`config.mk`:
```
export PLATFORM = sky130hd
export DESIGN_NAME = dram_read_ctl
export DESIGN_NICKNAME = d
export VERILOG_FILES = /design/src/dram_ctl_pkg.sv /design/src/col_addr_reg.sv /design/src/dram_read_ctl.sv
export VERILOG_INCLUDE_DIRS = /design/src /design/src/src
export SDC_FILE = /design/constraint.sdc
export NUM_CORES = 1
export LEC_CHECK = 0
export BUFFER_PORTS_ARGS = -buffer_cell sky130_fd_sc_hd__buf_2
export CAP_MARGIN = 20
export CORE_MARGIN = 2
export CORE_UTILIZATION = 42
export DETAILED_ROUTE_END_ITERATION = 16
export PLACE_DENSITY = 0.76
export SETUP_SLACK_MARGIN = 0.02
export SLEW_MARGIN = 30
export SYNTH_ARGS = -nofsm -noshare
export SYNTH_HDL_FRONTEND = slang
export SYNTH_SLANG_ARGS = --single-unit
```
`constraint.sdc`:
```
create_clock -name clk_i -period 1.9 [get_ports clk_i]
set_clock_uncertainty 0.15 [all_clocks]
set_input_delay 0.095 -clock clk_i [delete_from_list [all_inputs] [get_ports clk_i]]
set_output_delay 0.095 -clock clk_i [all_outputs]
set_load 0.01 [all_outputs]
```
`src/dram_ctl_defines.svh`:
```
// constants for the pipelined dram read controller
`ifndef DRAM_CTL_DEFINES_SVH
`define DRAM_CTL_DEFINES_SVH

// ----------------------------------------------------------------
// clock and timing
// ----------------------------------------------------------------
`define CLK_PERIOD_NS    20
`define DELAYED_CLOCK_DELAY_NS    20
`define DELAYED_CLOCK_DELAY_CYC   ((`DELAYED_CLOCK_DELAY_NS + `CLK_PERIOD_NS - 1) / `CLK_PERIOD_NS)
`define RDL_AFTER_CAE    2
`define PRECHARGE_CLKS   3

// ----------------------------------------------------------------
// widths and limits
// ----------------------------------------------------------------
`define NUM_BANKS        4
`define NUM_LANES        8
`define COL_W            10
`define BANK_W           3
`define STATE_W          5
`define CNT_W            2
`define MAX_PENDING      2'h3
`define PARITY_BANK_BIT  2

`endif

```
`src/dram_ctl_pkg.sv`:
```
// types for the pipelined dram read controller
package dram_ctl_pkg;
    typedef enum logic [4:0] {
        ST_IDLE = 5'h00,
        ST_ROW  = 5'h01,
        ST_RAS  = 5'h02,
        ST_COL  = 5'h03,
        ST_DAT  = 5'h04,
        ST_LAT  = 5'h05,
        ST_DONE = 5'h06,
        ST_PRE  = 5'h07,
        ST_WCOL = 5'h0A,
        ST_WCS  = 5'h0B
    } state_t;
endpackage

```
`src/col_addr_reg.sv`:
```
// column address holding register
`timescale 1ns/100ps
`include "dram_ctl_defines.svh"
module col_addr_reg (
    // clock and reset
    input  wire logic              clk_i,
    input  wire logic              reset_i,
    // load side
    input  wire logic              load_i,
    input  wire logic [`COL_W-1:0] addr_i,
    // held value
    output logic      [`COL_W-1:0] addr_o
);
    logic [`COL_W-1:0] addr_q;
    logic [`COL_W-1:0] addr_d;

    always_comb begin
        addr_d = load_i ? addr_i : addr_q;
    end

    always_ff @(posedge clk_i) begin
        if (reset_i) begin
            addr_q <= '0;
        end else begin
            addr_q <= addr_d;
        end
    end

    assign addr_o = addr_q;
endmodule // col_addr_reg

```
`src/dram_read_ctl.sv`:
```
// bus-tracking page-mode dram controller with pipelined reads
`timescale 1ns/100ps
`include "dram_ctl_defines.svh"
module dram_read_ctl
    import dram_ctl_pkg::*;
(
    // clock and reset
    input  wire logic                  clk_i,
    input  wire logic                  reset_i,
    // processor side
    input  wire logic                  addr_strobe_n_i,
    input  wire logic                  memory_select_decode_i,
    input  wire logic                  write_not_read_i,
    input  wire logic                  cacheable_i,
    input  wire logic                  same_page_i,
    input  wire logic [`BANK_W-1:0]    bank_addr_i,
    input  wire logic [`COL_W-1:0]     col_addr_i,
    input  wire logic [`NUM_LANES-1:0] byte_lane_enables_n_i,
    output logic                       cycle_done_n_o,
    output logic                       cycle_done_oe_o,
    output logic                       next_addr_out_n_o,
    output logic                       next_addr_oe_o,
    output logic                       cache_enable_n_o,
    output logic                       bus_hold_n_o,
    // address and data path
    output logic                       row_path_enable_n_o,
    output logic                       col_path_enable_n_o,
    output logic                       col_addr_latch_o,
    output logic      [`COL_W-1:0]     col_addr_o,
    output logic                       read_data_latch_o,
    output logic                       write_data_latch_o,
    output logic                       xcvr_direction_o,
    output logic                       xcvr_drive_enable_n_o,
    // memory banks
    output logic      [`NUM_BANKS-1:0] chip_select_n_o,
    output logic      [`NUM_BANKS-1:0] output_enable_n_o,
    output logic      [`NUM_BANKS-1:0] row_strobe_n_o,
    output logic                       parity_row_strobe_n_o,
    output logic      [`NUM_LANES-1:0] byte_write_enables_o,
    output logic                       write_enable_latch_clk_o,
    // controller status
    output logic                       latched_addr_strobe_n_o,
    output logic                       cycle_pending_n_o,
    output logic      [`STATE_W-1:0]   state_vars_o
);
    // ------------------------------------------------------------
    // state
    // ------------------------------------------------------------
    state_t                state_q, state_d;
    logic                  latched_addr_strobe_n_q, latched_addr_strobe_n_d;
    logic                  latched_addr_strobe_n_prev_q, latched_addr_strobe_n_prev_d;
    logic [`CNT_W-1:0]     pend_q, pend_d;
    logic [`CNT_W-1:0]     pre_q, pre_d;
    logic                  first_q, first_d;
    logic                  wr_q, wr_d;
    logic [`BANK_W-1:0]    bank_q, bank_d;
    logic                  cs_q, cs_d;
    logic                  oe_q, oe_d;
    logic [`NUM_LANES-1:0] we_q, we_d;
    logic                  pend_set;
    logic                  pending_clear;
    logic                  done;
    logic                  na;
    logic                  ras_on;
    logic                  write_enable_latch_clk;

    // ------------------------------------------------------------
    // strobe latch and pending count
    // ------------------------------------------------------------
    always_comb begin
        latched_addr_strobe_n_d      = ~addr_strobe_n_i;
        latched_addr_strobe_n_prev_d = latched_addr_strobe_n_q;
        pend_set    = latched_addr_strobe_n_prev_q                            // per strobe
                      & memory_select_decode_i;
        pend_d      = pend_q;
        if (pend_set && !pending_clear) begin
            pend_d = pend_q + 2'h1;
        end else if (!pend_set && pending_clear && pend_q != '0) begin
            pend_d = pend_q - 2'h1;
        end
    end

    always_ff @(posedge clk_i) begin
        if (reset_i) begin
            latched_addr_strobe_n_q      <= 1'b0;
            latched_addr_strobe_n_prev_q <= 1'b0;
            pend_q      <= '0;
        end else begin
            latched_addr_strobe_n_q      <= latched_addr_strobe_n_d;
            latched_addr_strobe_n_prev_q <= latched_addr_strobe_n_prev_d;
            pend_q      <= pend_d;
        end
    end

    // ------------------------------------------------------------
    // bus tracking state machine
    // ------------------------------------------------------------
    always_comb begin
        state_d = state_q;
        pre_d   = pre_q;
        first_d = first_q;
        wr_d    = wr_q;
        bank_d  = bank_q;
        unique case (state_q)
            ST_IDLE: begin
                if (pend_q != '0) begin
                    state_d = ST_ROW;
                    wr_d    = write_not_read_i;
                    bank_d  = bank_addr_i;
                    first_d = 1'b1;
                end
            end
            ST_ROW:  state_d = ST_RAS;
            ST_RAS:  state_d = wr_q ? ST_WCOL : ST_COL;
            ST_COL:  state_d = ST_DAT;
            ST_DAT:  state_d = ST_LAT;
            ST_LAT:  state_d = ST_DONE;
            ST_DONE: begin
                first_d = 1'b0;
                if (pend_q > 2'h1 && same_page_i
                    && !write_not_read_i) begin
                    state_d = ST_COL;
                end else begin
                    state_d = ST_PRE;
                    pre_d   = '0;
                end
            end
            ST_WCOL: state_d = ST_WCS;
            ST_WCS: begin
                state_d = ST_PRE;
                pre_d   = '0;
            end
            ST_PRE: begin
                pre_d = pre_q + 2'h1;
                if (pre_q == 2'(`PRECHARGE_CLKS - 1)) begin
                    state_d = ST_IDLE;
                end
            end
            default: state_d = ST_IDLE;
        endcase
    end

    always_ff @(posedge clk_i) begin
        if (reset_i) begin
            state_q <= ST_IDLE;
            pre_q   <= '0;
            first_q <= 1'b0;
            wr_q    <= 1'b0;
            bank_q  <= '0;
        end else begin
            state_q <= state_d;
            pre_q   <= pre_d;
            first_q <= first_d;
            wr_q    <= wr_d;
            bank_q  <= bank_d;
        end
    end

    // ------------------------------------------------------------
    // processor side decode
    // ------------------------------------------------------------
    always_comb begin
        done = (state_q == ST_DONE) || (state_q == ST_WCOL);
        pending_clear = done;
        na = !wr_q && pend_q < `MAX_PENDING &&
             ((first_q && (state_q == ST_COL || state_q == ST_LAT))
              || state_q == ST_DONE);
    end

    assign cycle_done_n_o    = ~done;
    assign cycle_done_oe_o   = done;
    assign next_addr_out_n_o = ~na;
    assign next_addr_oe_o    = na;
    assign cache_enable_n_o  = ~(cacheable_i && !wr_q
                                 && (na || done));
    assign bus_hold_n_o      = ~(state_q != ST_IDLE
                                 || pend_q != '0);
    assign latched_addr_strobe_n_o = ~latched_addr_strobe_n_q;
    assign cycle_pending_n_o = (pend_q == '0);
    assign state_vars_o      = state_q;

    // ------------------------------------------------------------
    // address and data path controls
    // ------------------------------------------------------------
    always_comb begin
        ras_on = state_q inside {ST_RAS, ST_COL, ST_DAT, ST_LAT,
                                 ST_DONE, ST_WCOL, ST_WCS};
        write_enable_latch_clk    = (state_q == ST_WCOL);
    end

    assign row_path_enable_n_o = ~(state_q inside
                                   {ST_IDLE, ST_ROW, ST_RAS,
                                    ST_PRE});
    assign col_path_enable_n_o = ~(state_q inside
                                   {ST_COL, ST_DAT, ST_LAT,
                                    ST_DONE, ST_WCOL,
                                    ST_WCS});
    assign col_addr_latch_o    = (state_q == ST_COL)
                                 || (state_q == ST_WCOL);
    assign read_data_latch_o   = (state_q == ST_LAT);
    assign write_data_latch_o  = (state_q == ST_WCOL);
    assign xcvr_direction_o    = ~wr_q;
    assign xcvr_drive_enable_n_o = ~((state_q == ST_DONE)
                                     || (state_q == ST_WCS));
    assign write_enable_latch_clk_o = write_enable_latch_clk;

    col_addr_reg u_col_addr_reg (
        .clk_i   (clk_i),
        .reset_i (reset_i),
        .load_i  (col_addr_latch_o),
        .addr_i  (col_addr_i),
        .addr_o  (col_addr_o)
    );

    // ------------------------------------------------------------
    // bank strobes, chip select, output and write enables
    // ------------------------------------------------------------
    always_comb begin
        // delayed-clock copy: registered on clk_i from the next state, so it follows the state in the same clock
        cs_d = state_d inside {ST_COL, ST_DAT, ST_LAT, ST_DONE,
                               ST_WCS};
        oe_d = !wr_d && (state_d inside {ST_COL, ST_DAT,
                                          ST_LAT, ST_DONE});
        we_d = we_q;
        if (write_enable_latch_clk) begin
            we_d = ~byte_lane_enables_n_i;
        end else if (state_q == ST_IDLE) begin
            we_d = '0;
        end
    end

    always_ff @(posedge clk_i) begin
        if (reset_i) begin
            cs_q <= 1'b0;
            oe_q <= 1'b0;
            we_q <= '0;
        end else begin
            cs_q <= cs_d;
            oe_q <= oe_d;
            we_q <= we_d;
        end
    end

    genvar b;
    generate
        for (b = 0; b < `NUM_BANKS; b++) begin : g_bank
            assign chip_select_n_o[b]   = ~cs_q;
            assign output_enable_n_o[b] = ~oe_q;
            assign row_strobe_n_o[b]    = ~(ras_on &&
                bank_q == `BANK_W'(b));
        end
    endgenerate

    assign parity_row_strobe_n_o = ~(ras_on &&
                                     !bank_q[`PARITY_BANK_BIT]);
    assign byte_write_enables_o  = we_q;

    // ------------------------------------------------------------
    // checks
    // ------------------------------------------------------------
    property p_rdl_after_cae;
        @(posedge clk_i) disable iff (reset_i)
        (state_q == ST_COL) |-> ##2 read_data_latch_o;
    endproperty
    a_rdl_after_cae: assert property (p_rdl_after_cae)
        else $error("read latch not two clocks after column enable");

    property p_done_after_rdl;
        @(posedge clk_i) disable iff (reset_i)
        read_data_latch_o |=> !cycle_done_n_o && cycle_done_oe_o;
    endproperty
    a_done_after_rdl: assert property (p_done_after_rdl)
        else $error("done missing after read latch");

    property p_paths_exclusive;
        @(posedge clk_i) disable iff (reset_i)
        !(!row_path_enable_n_o && !col_path_enable_n_o);
    endproperty
    a_paths_exclusive: assert property (p_paths_exclusive)
        else $error("row and column paths both enabled");

    property p_col_cs_together;
        @(posedge clk_i) disable iff (reset_i)
        $fell(col_path_enable_n_o) |->
            col_addr_latch_o && $rose(row_path_enable_n_o)
            && (wr_q || chip_select_n_o == 4'h0);
    endproperty
    a_col_cs_together: assert property (p_col_cs_together)
        else $error("column enable, latch, select not aligned");

    property p_ras_holds_path;
        @(posedge clk_i) disable iff (reset_i)
        $fell(parity_row_strobe_n_o) && !row_path_enable_n_o
        |-> !row_path_enable_n_o ##1 row_path_enable_n_o;
    endproperty
    a_ras_holds_path: assert property (p_ras_holds_path)
        else $error("row path not held one clock past row strobe");

    property p_precharge;
        @(posedge clk_i) disable iff (reset_i)
        (state_q == ST_DONE) && (state_d == ST_PRE) |=>
            (row_strobe_n_o == 4'hF)[*3] ##1 (state_q == ST_IDLE);
    endproperty
    a_precharge: assert property (p_precharge)
        else $error("precharge wait not three clocks");

    property p_na_limit;
        @(posedge clk_i) disable iff (reset_i)
        !next_addr_out_n_o |-> pend_q < `MAX_PENDING;
    endproperty
    a_na_limit: assert property (p_na_limit)
        else $error("next address with three cycles pending");

    property p_na_first_read;
        @(posedge clk_i) disable iff (reset_i)
        (state_q == ST_COL) && first_q && !next_addr_out_n_o |->
            ##2 !next_addr_out_n_o ##1 !cycle_done_n_o;
    endproperty
    a_na_first_read: assert property (p_na_first_read)
        else $error("next address timing wrong in first read");

    property p_one_bank;
        @(posedge clk_i) disable iff (reset_i)
        $countones(~row_strobe_n_o) <= 1;
    endproperty
    a_one_bank: assert property (p_one_bank)
        else $error("more than one bank strobed");

    property p_wel_only_write;
        @(posedge clk_i) disable iff (reset_i)
        write_enable_latch_clk_o |-> wr_q ##1
            byte_write_enables_o == $past(~byte_lane_enables_n_i);
    endproperty
    a_wel_only_write: assert property (p_wel_only_write)
        else $error("write enable latch outside write or wrong data");

    property p_post_write;
        @(posedge clk_i) disable iff (reset_i)
        write_data_latch_o |-> !cycle_done_n_o
            ##1 chip_select_n_o == 4'h0;
    endproperty
    a_post_write: assert property (p_post_write)
        else $error("write not posted before chip select");

    property p_hold_busy;
        @(posedge clk_i) disable iff (reset_i)
        (pend_q != '0) |-> !bus_hold_n_o;
    endproperty
    a_hold_busy: assert property (p_hold_busy)
        else $error("bus hold released with cycles pending");
endmodule // dram_read_ctl

```
==> metrics, run 1 <==
number of max-cap violations=0; hold path cells=3; EDFF count, synth=0; fraction of registers with async set or reset after synthesis=0%; sequential fraction of the synthesis area=40.7%; largest net degree at the start of global routing=36; Gate Count Post-Synth=227; drt wl/cell=13.0 um; status=finished with violations; count of input and output buffers=79; Post-Synth Simple-Gate Area=26.4%; Lkg Pwr=0.00130 uW; initial antenna violation count=0; r2r setup slk=-100 ps; Multi-input gate area=990 um^2; dpl cell area=2280 um^2; worst hold start=memory_select_decode_i; worst-path fanout max=3; core area=4030 um^2; GR Util All Layers=21.6%; met3 usage=5.03%; Fill cells=327; Reg2Reg Depth=8; Tcrit/Tclk final=107%; final WL=5170 um; drt pass-1 iters=4; share of layout cells above drive strength 1=42.2%; CTS tree=yes; IO Count=80; mux cell area share after synthesis=2.26%; Slew headroom=55.0%; Detailed Place HPWL=3200 um; vias in the first global route=1716; placed cells=356; die height=68.9 um; most common cell after layout, fill and taps aside=buf_2; Worst-path clk slew=70 ps; starting density of the core=43.9%; first-pass GRT wire length=7520 um; final cell count without fillers=396; Post-Route Setup TNS=-480 ps; DRT iter0 DRCs=139; Root Buffer=clkbuf_8; CP Capture Type=primary output; reg2reg start=state_vars_o[3]; CP startpoint kind=register; area delta synth->final=59.6%; post-route setup slack=-133 ps; Synth Area in Compound Gates=15.5%; upper clock frequency limit=0.492 GHz; critical path type=reg2out; slowest cell delay on critical path=390 ps; critical path required time=1650 ps; ANT nets after route=0; design area=2830 um^2; Vias/cell=4.93; flops & latches, synth=36; Skew-Pair Late Insertion Delay=290 ps; Num CTS Buffers=5; largest family of logic cells by synthesized area=simple AND/OR/NAND/NOR gates; crit-path cells=buf_4, buf_6, xnor2_2, or3_4, buf_6, inv_4, o211ai_1, buf_2; total congestion overflow=0; RSZ-0062 raised after global routing=yes; Place WS=-100 ps; most frequent cells in the layout=buf_2, nor2_1, dfxtp_1; die area=4750 um^2; post-synthesis cell type count=40; grt met2 use=35.0%; Slew Limit Fails=0; total power=1580 uW; Storage cell area=734 um^2; synth warn=0; # rows=23; Hold Path Sink=pend_q[1]; P per Cell Area=560 nW/um^2; Final Setup Violations=7; Slowest cell on crit path=or3_4; diodes inserted=0; nets=378; class of the worst hold path=in2reg; htree depth=2; met1 usage=26.2%; Clock Path Buffers=2; Worst VDD drop=0.415 mV; Avg Inst Size Synth=7.80 um^2; final hold viol count=0; failing checks=negative setup slack; worst slew pin tran=675 ps; xor and xnor area share after synthesis=2.47%; # DRC=0; arrival time worst endpoint=1790 ps; main flop type after synthesis=dfxtp_1; Die X=68.9 um; syn_nets=259; clock sink total=36; most used cell along the critical path=buf_6; final critical-path required period=2030 ps; Final GP Congestion=0.876; Vias=1954; gr busiest metal=met2; post-synthesis adder-cell area fraction=2.83%; cell area after synthesis=1770 um^2; FF-to-FF End=oe_q
==> cell type report <==
class	instances	share of cell area [%]
sequential	36	26.0
multi-input combinational	156	35.0
tap	50	2.21
clock buffer	6	2.57
inverter	13	1.82
clock inverter	1	0.177
timing repair buffer	134	32.2
==> state kept, by name, indices dropped and copies added, names as in the netlist <==
signal                        count
bank_q                            3
byte_write_enables_o              8
cs_q                              1
first_q                           1
latched_addr_strobe_n_prev_d      1
latched_addr_strobe_n_prev_q      1
oe_q                              1
pend_q                            2
pre_q                             2
state_vars_o                      5
u_col_addr_reg.addr_o            10
wr_q                              1
==> stage by stage <==
| step | util [%] | hold WS, ps |
|---|---|---|
| floorplan | - | 17.4 |
| global placement | 56.5 | 103 |
| detailed placement | 56.5 | 102 |
| CTS | 66.3 | 1.31 |
| global route | 70.1 | 9.83 |
| finish | 70.1 | 13.5 |
==> worst max-delay path by stage <==
stage	end	depth (start not counted)	start	slack, ps
floorplan	cache_enable_n_o	8	state_vars_o[1]	20
global placement	oe_q	6	state_vars_o[2]	20
detailed placement	oe_q	6	state_vars_o[2]	-100
CTS	row_strobe_n_o[0]	7	state_vars_o[3]	-130
global route	cache_enable_n_o	8	state_vars_o[3]	-190
finish	cache_enable_n_o	8	state_vars_o[3]	-130
==> worst max-delay path, delay by kind of cell, from the launching register on <==
family | cells | cell delay, ps
AOI/OAI and AO/OA | 1 | 80
xor gates and xnor gates | 1 | 120
buffers and inverters | 5 | 580
DFF | 1 | 330
and+or+nand+nor | 1 | 390
==> kinds of logic (layout without fill, tap and decap cells) <==
family | Yosys count | in the layout
xor gates and xnor gates | 5 | 5
adders and majority gates | 4 | 4
buffers and inverters | 35 | 154
muxes | 4 | 4
and+or+nand+nor | 98 | 98
DFF | 36 | 36
AOI/OAI and AO/OA | 44 | 44
other | 1 | 1
==> synth_stat cells (all sizes together) (6+ instances only) <==
library cell	instances	area (um^2)
nand2	26	97.6
buf	15	96.3
nor2	38	153
dfxtp	36	721
a21oi	23	115
nand2b	7	43.8
inv	13	48.8
clkbuf	7	26.3
nor2b	6	37.5
nand3	7	35.0
==> metal layers <==
metal | routed length [um] | share of wire [%]
met1 | 2170 | 42
met4 | 129 | 2.5
met5 | 0 | 0
met2 | 2580 | 50
met3 | 297 | 5.7
==> power breakdown <==
part           total [uW]  internal [uW]  switching, uW
clock network         506            249            257
registers             797            772           24.2
logic                 280            148            132
==> repair_timing <==
action / in CTS / in global routing
gates resized for setup: 18 / 23
hold buffers: 23 / 0
pin swaps: 4 / 7
buffers inserted: 3 / 7
endpoints found under the setup margin: 15 / 12
hold endpoints to repair: 23 / 0
Power figures use the tool's default switching activity.
==> run 2, diff against run 1 <==
--- a/config.mk
+++ b/config.mk
@@ -9,9 +9,9 @@
 export BUFFER_PORTS_ARGS = -buffer_cell sky130_fd_sc_hd__buf_2
 export CAP_MARGIN = 20
 export CORE_MARGIN = 2
-export CORE_UTILIZATION = 42
+export CORE_UTILIZATION = 45
 export DETAILED_ROUTE_END_ITERATION = 16
-export PLACE_DENSITY = 0.76
+export PLACE_DENSITY = 0.77
 export SETUP_SLACK_MARGIN = 0.02
 export SLEW_MARGIN = 30
 export SYNTH_ARGS = -nofsm -noshare
==> constraint.sdc (replaced) <==
create_clock -name clk_i -period 2.5 [get_ports clk_i]
set_clock_uncertainty 0.15 [all_clocks]
set_input_delay 0.125 -clock clk_i [delete_from_list [all_inputs] [get_ports clk_i]]
set_output_delay 0.125 -clock clk_i [all_outputs]
set_load 0.01 [all_outputs]
==> metrics, run 2 (synthesized netlist as in run 1, its figures left out) <==
status=completed; design area=2450 um^2; die height=66.7 um; DRT iter0 DRCs=70; Worst VDD drop=0.366 mV; Multi-input gate area=883 um^2; Slew headroom=57.0%; Skew-Pair Late Insertion Delay=280 ps; die area=4450 um^2; crit path launch=state_vars_o[3]; final cell count without fillers=364; first-pass GRT wire length=7090 um; largest net degree at the start of global routing=36; P per Cell Area=512 nW/um^2; Die X=66.7 um; Lkg Pwr=0.00112 uW; critical path type=reg2out; # DRC=0; drt pass-1 iters=4; setup bufs post-CTS=0; CP Capture Type=primary output; total congestion overflow=0; final hold viol count=0; upper clock frequency limit=0.440 GHz; number of max-cap violations=0; Final Setup Violations=0; Root Buffer=clkbuf_8; # rows=22; nets=347; count of input and output buffers=79; reg2reg start=state_vars_o[2]; clock sink total=36; final critical-path required period=2270 ps; CP startpoint kind=register; Clock Path Buffers=2; RSZ-0062 raised after global routing=no; vias in the first global route=1642; ANT nets after route=0; dpl cell area=2120 um^2; final WL=4330 um; area delta synth->final=38.5%; CP Capture Point=row_strobe_n_o[0]; most common cell after layout, fill and taps aside=buf_2; Reg2Reg Depth=6; Storage cell area=722 um^2; drt wl/cell=11.9 um; Slew Limit Fails=0; Vias/cell=4.88; max reg flops=10; CTS tree=yes; Fill cells=333; GR Util All Layers=21.0%; Vias=1775; share of layout cells above drive strength 1=30.4%; initial antenna violation count=0; worst slew pin tran=644 ps; starting density of the core=47.6%; Tcrit/Tclk final=91.0%; worst-path fanout max=10; diodes inserted=0; Post-Route Setup TNS=0 ps; r2r setup slk=350 ps; total power=1260 uW; critical path required time=2230 ps; htree depth=2; most frequent cells in the layout=buf_2, nor2_1, dfxtp_1; Worst-path clk slew=70 ps; Final GP Congestion=0.887; arrival time worst endpoint=2000 ps; placed cells=334; Detailed Place HPWL=2860 um; FF-to-FF End=oe_q; Num CTS Buffers=5; core area=3720 um^2; IO Count=80; class of the worst hold path=in2reg
==> run 2: cell types whose count changed in the layout (fill, tap and decap cells not counted), moves of 2 or more <==
cell,delta
buf_4,-25
buf_2,+5
dfxtp_4,-3
or3_1,+2
nor2_4,-2
xor2_2,-2
dfxtp_1,+4
xor2_1,+2
buf_6,-9
or3_4,-2
nor2b_1,+2
inv_1,+2
nand2_1,+2
nand2_2,-2
==> run 2: per-stage QoR <==
step	setup WS (ps)	util, %	hold WS, ps
6_report	226	66.0	21.9
5_1_grt	106	66.0	52.2
4_1_cts	93.1	65.8	2.38
3_5_place_dp	305	57.0	135
3_3_place_gp	390	57.0	132
2_1_floorplan	576	-	47.4
==> run 2: how the worst min path moves through the flow <==
stage                                   from                            to  slack [ps]  cells after the start
global placement             addr_strobe_n_i  latched_addr_strobe_n_prev_d         130                      2
detailed placement           addr_strobe_n_i  latched_addr_strobe_n_prev_d         130                      2
finish              byte_lane_enables_n_i[7]       byte_write_enables_o[7]          20                      4
global route        byte_lane_enables_n_i[7]       byte_write_enables_o[7]          50                      4
floorplan                    addr_strobe_n_i  latched_addr_strobe_n_prev_d          50                      1
CTS                 byte_lane_enables_n_i[7]       byte_write_enables_o[7]           2                      4
==> run 2: routing by layer <==
metal / share of wire, % / GRT usage (%)
met3: 5.1 / 5.91
met1: 43 / 24.3
met5: 0 / 0
met2: 51 / 37.6
met4: 0.48 / 5.61
==> run 2: cell type report <==
| type | count | area share [%] |
|---|---|---|
| tap | 48 | 2.45 |
| multi-input combinational | 156 | 36.0 |
| clock buffer | 6 | 2.96 |
| inverter | 13 | 1.99 |
| clock inverter | 2 | 1.43 |
| sequential | 36 | 29.4 |
| timing repair buffer | 103 | 25.7 |
==> run 2: repair_timing <==
| item | CTS | global route |
|---|---|---|
| hold buffers | 22 | 0 |
| resized for setup | 0 | 2 |
| endpoints found under the hold margin | 22 | 0 |
| setup endpoints to repair | 0 | 5 |
==> run 2: worst max-delay path, cell delays in order (launching register included) <==
cell and delay, ps:
dfxtp_1 430, buf_4 210, a21o_1 140, a21o_1 180, nor3_2 240, inv_2 60
or3_1 300, buf_2 140
==> run 2: where the power goes <==
group / switching (uW) / total [uW] / leakage, uW / internal (uW)
combinational: 75.4 / 156 / 0.000776 / 80.6
clock: 192 / 487 / 0.0000552 / 296
sequential: 23.3 / 612 / 0.000292 / 589
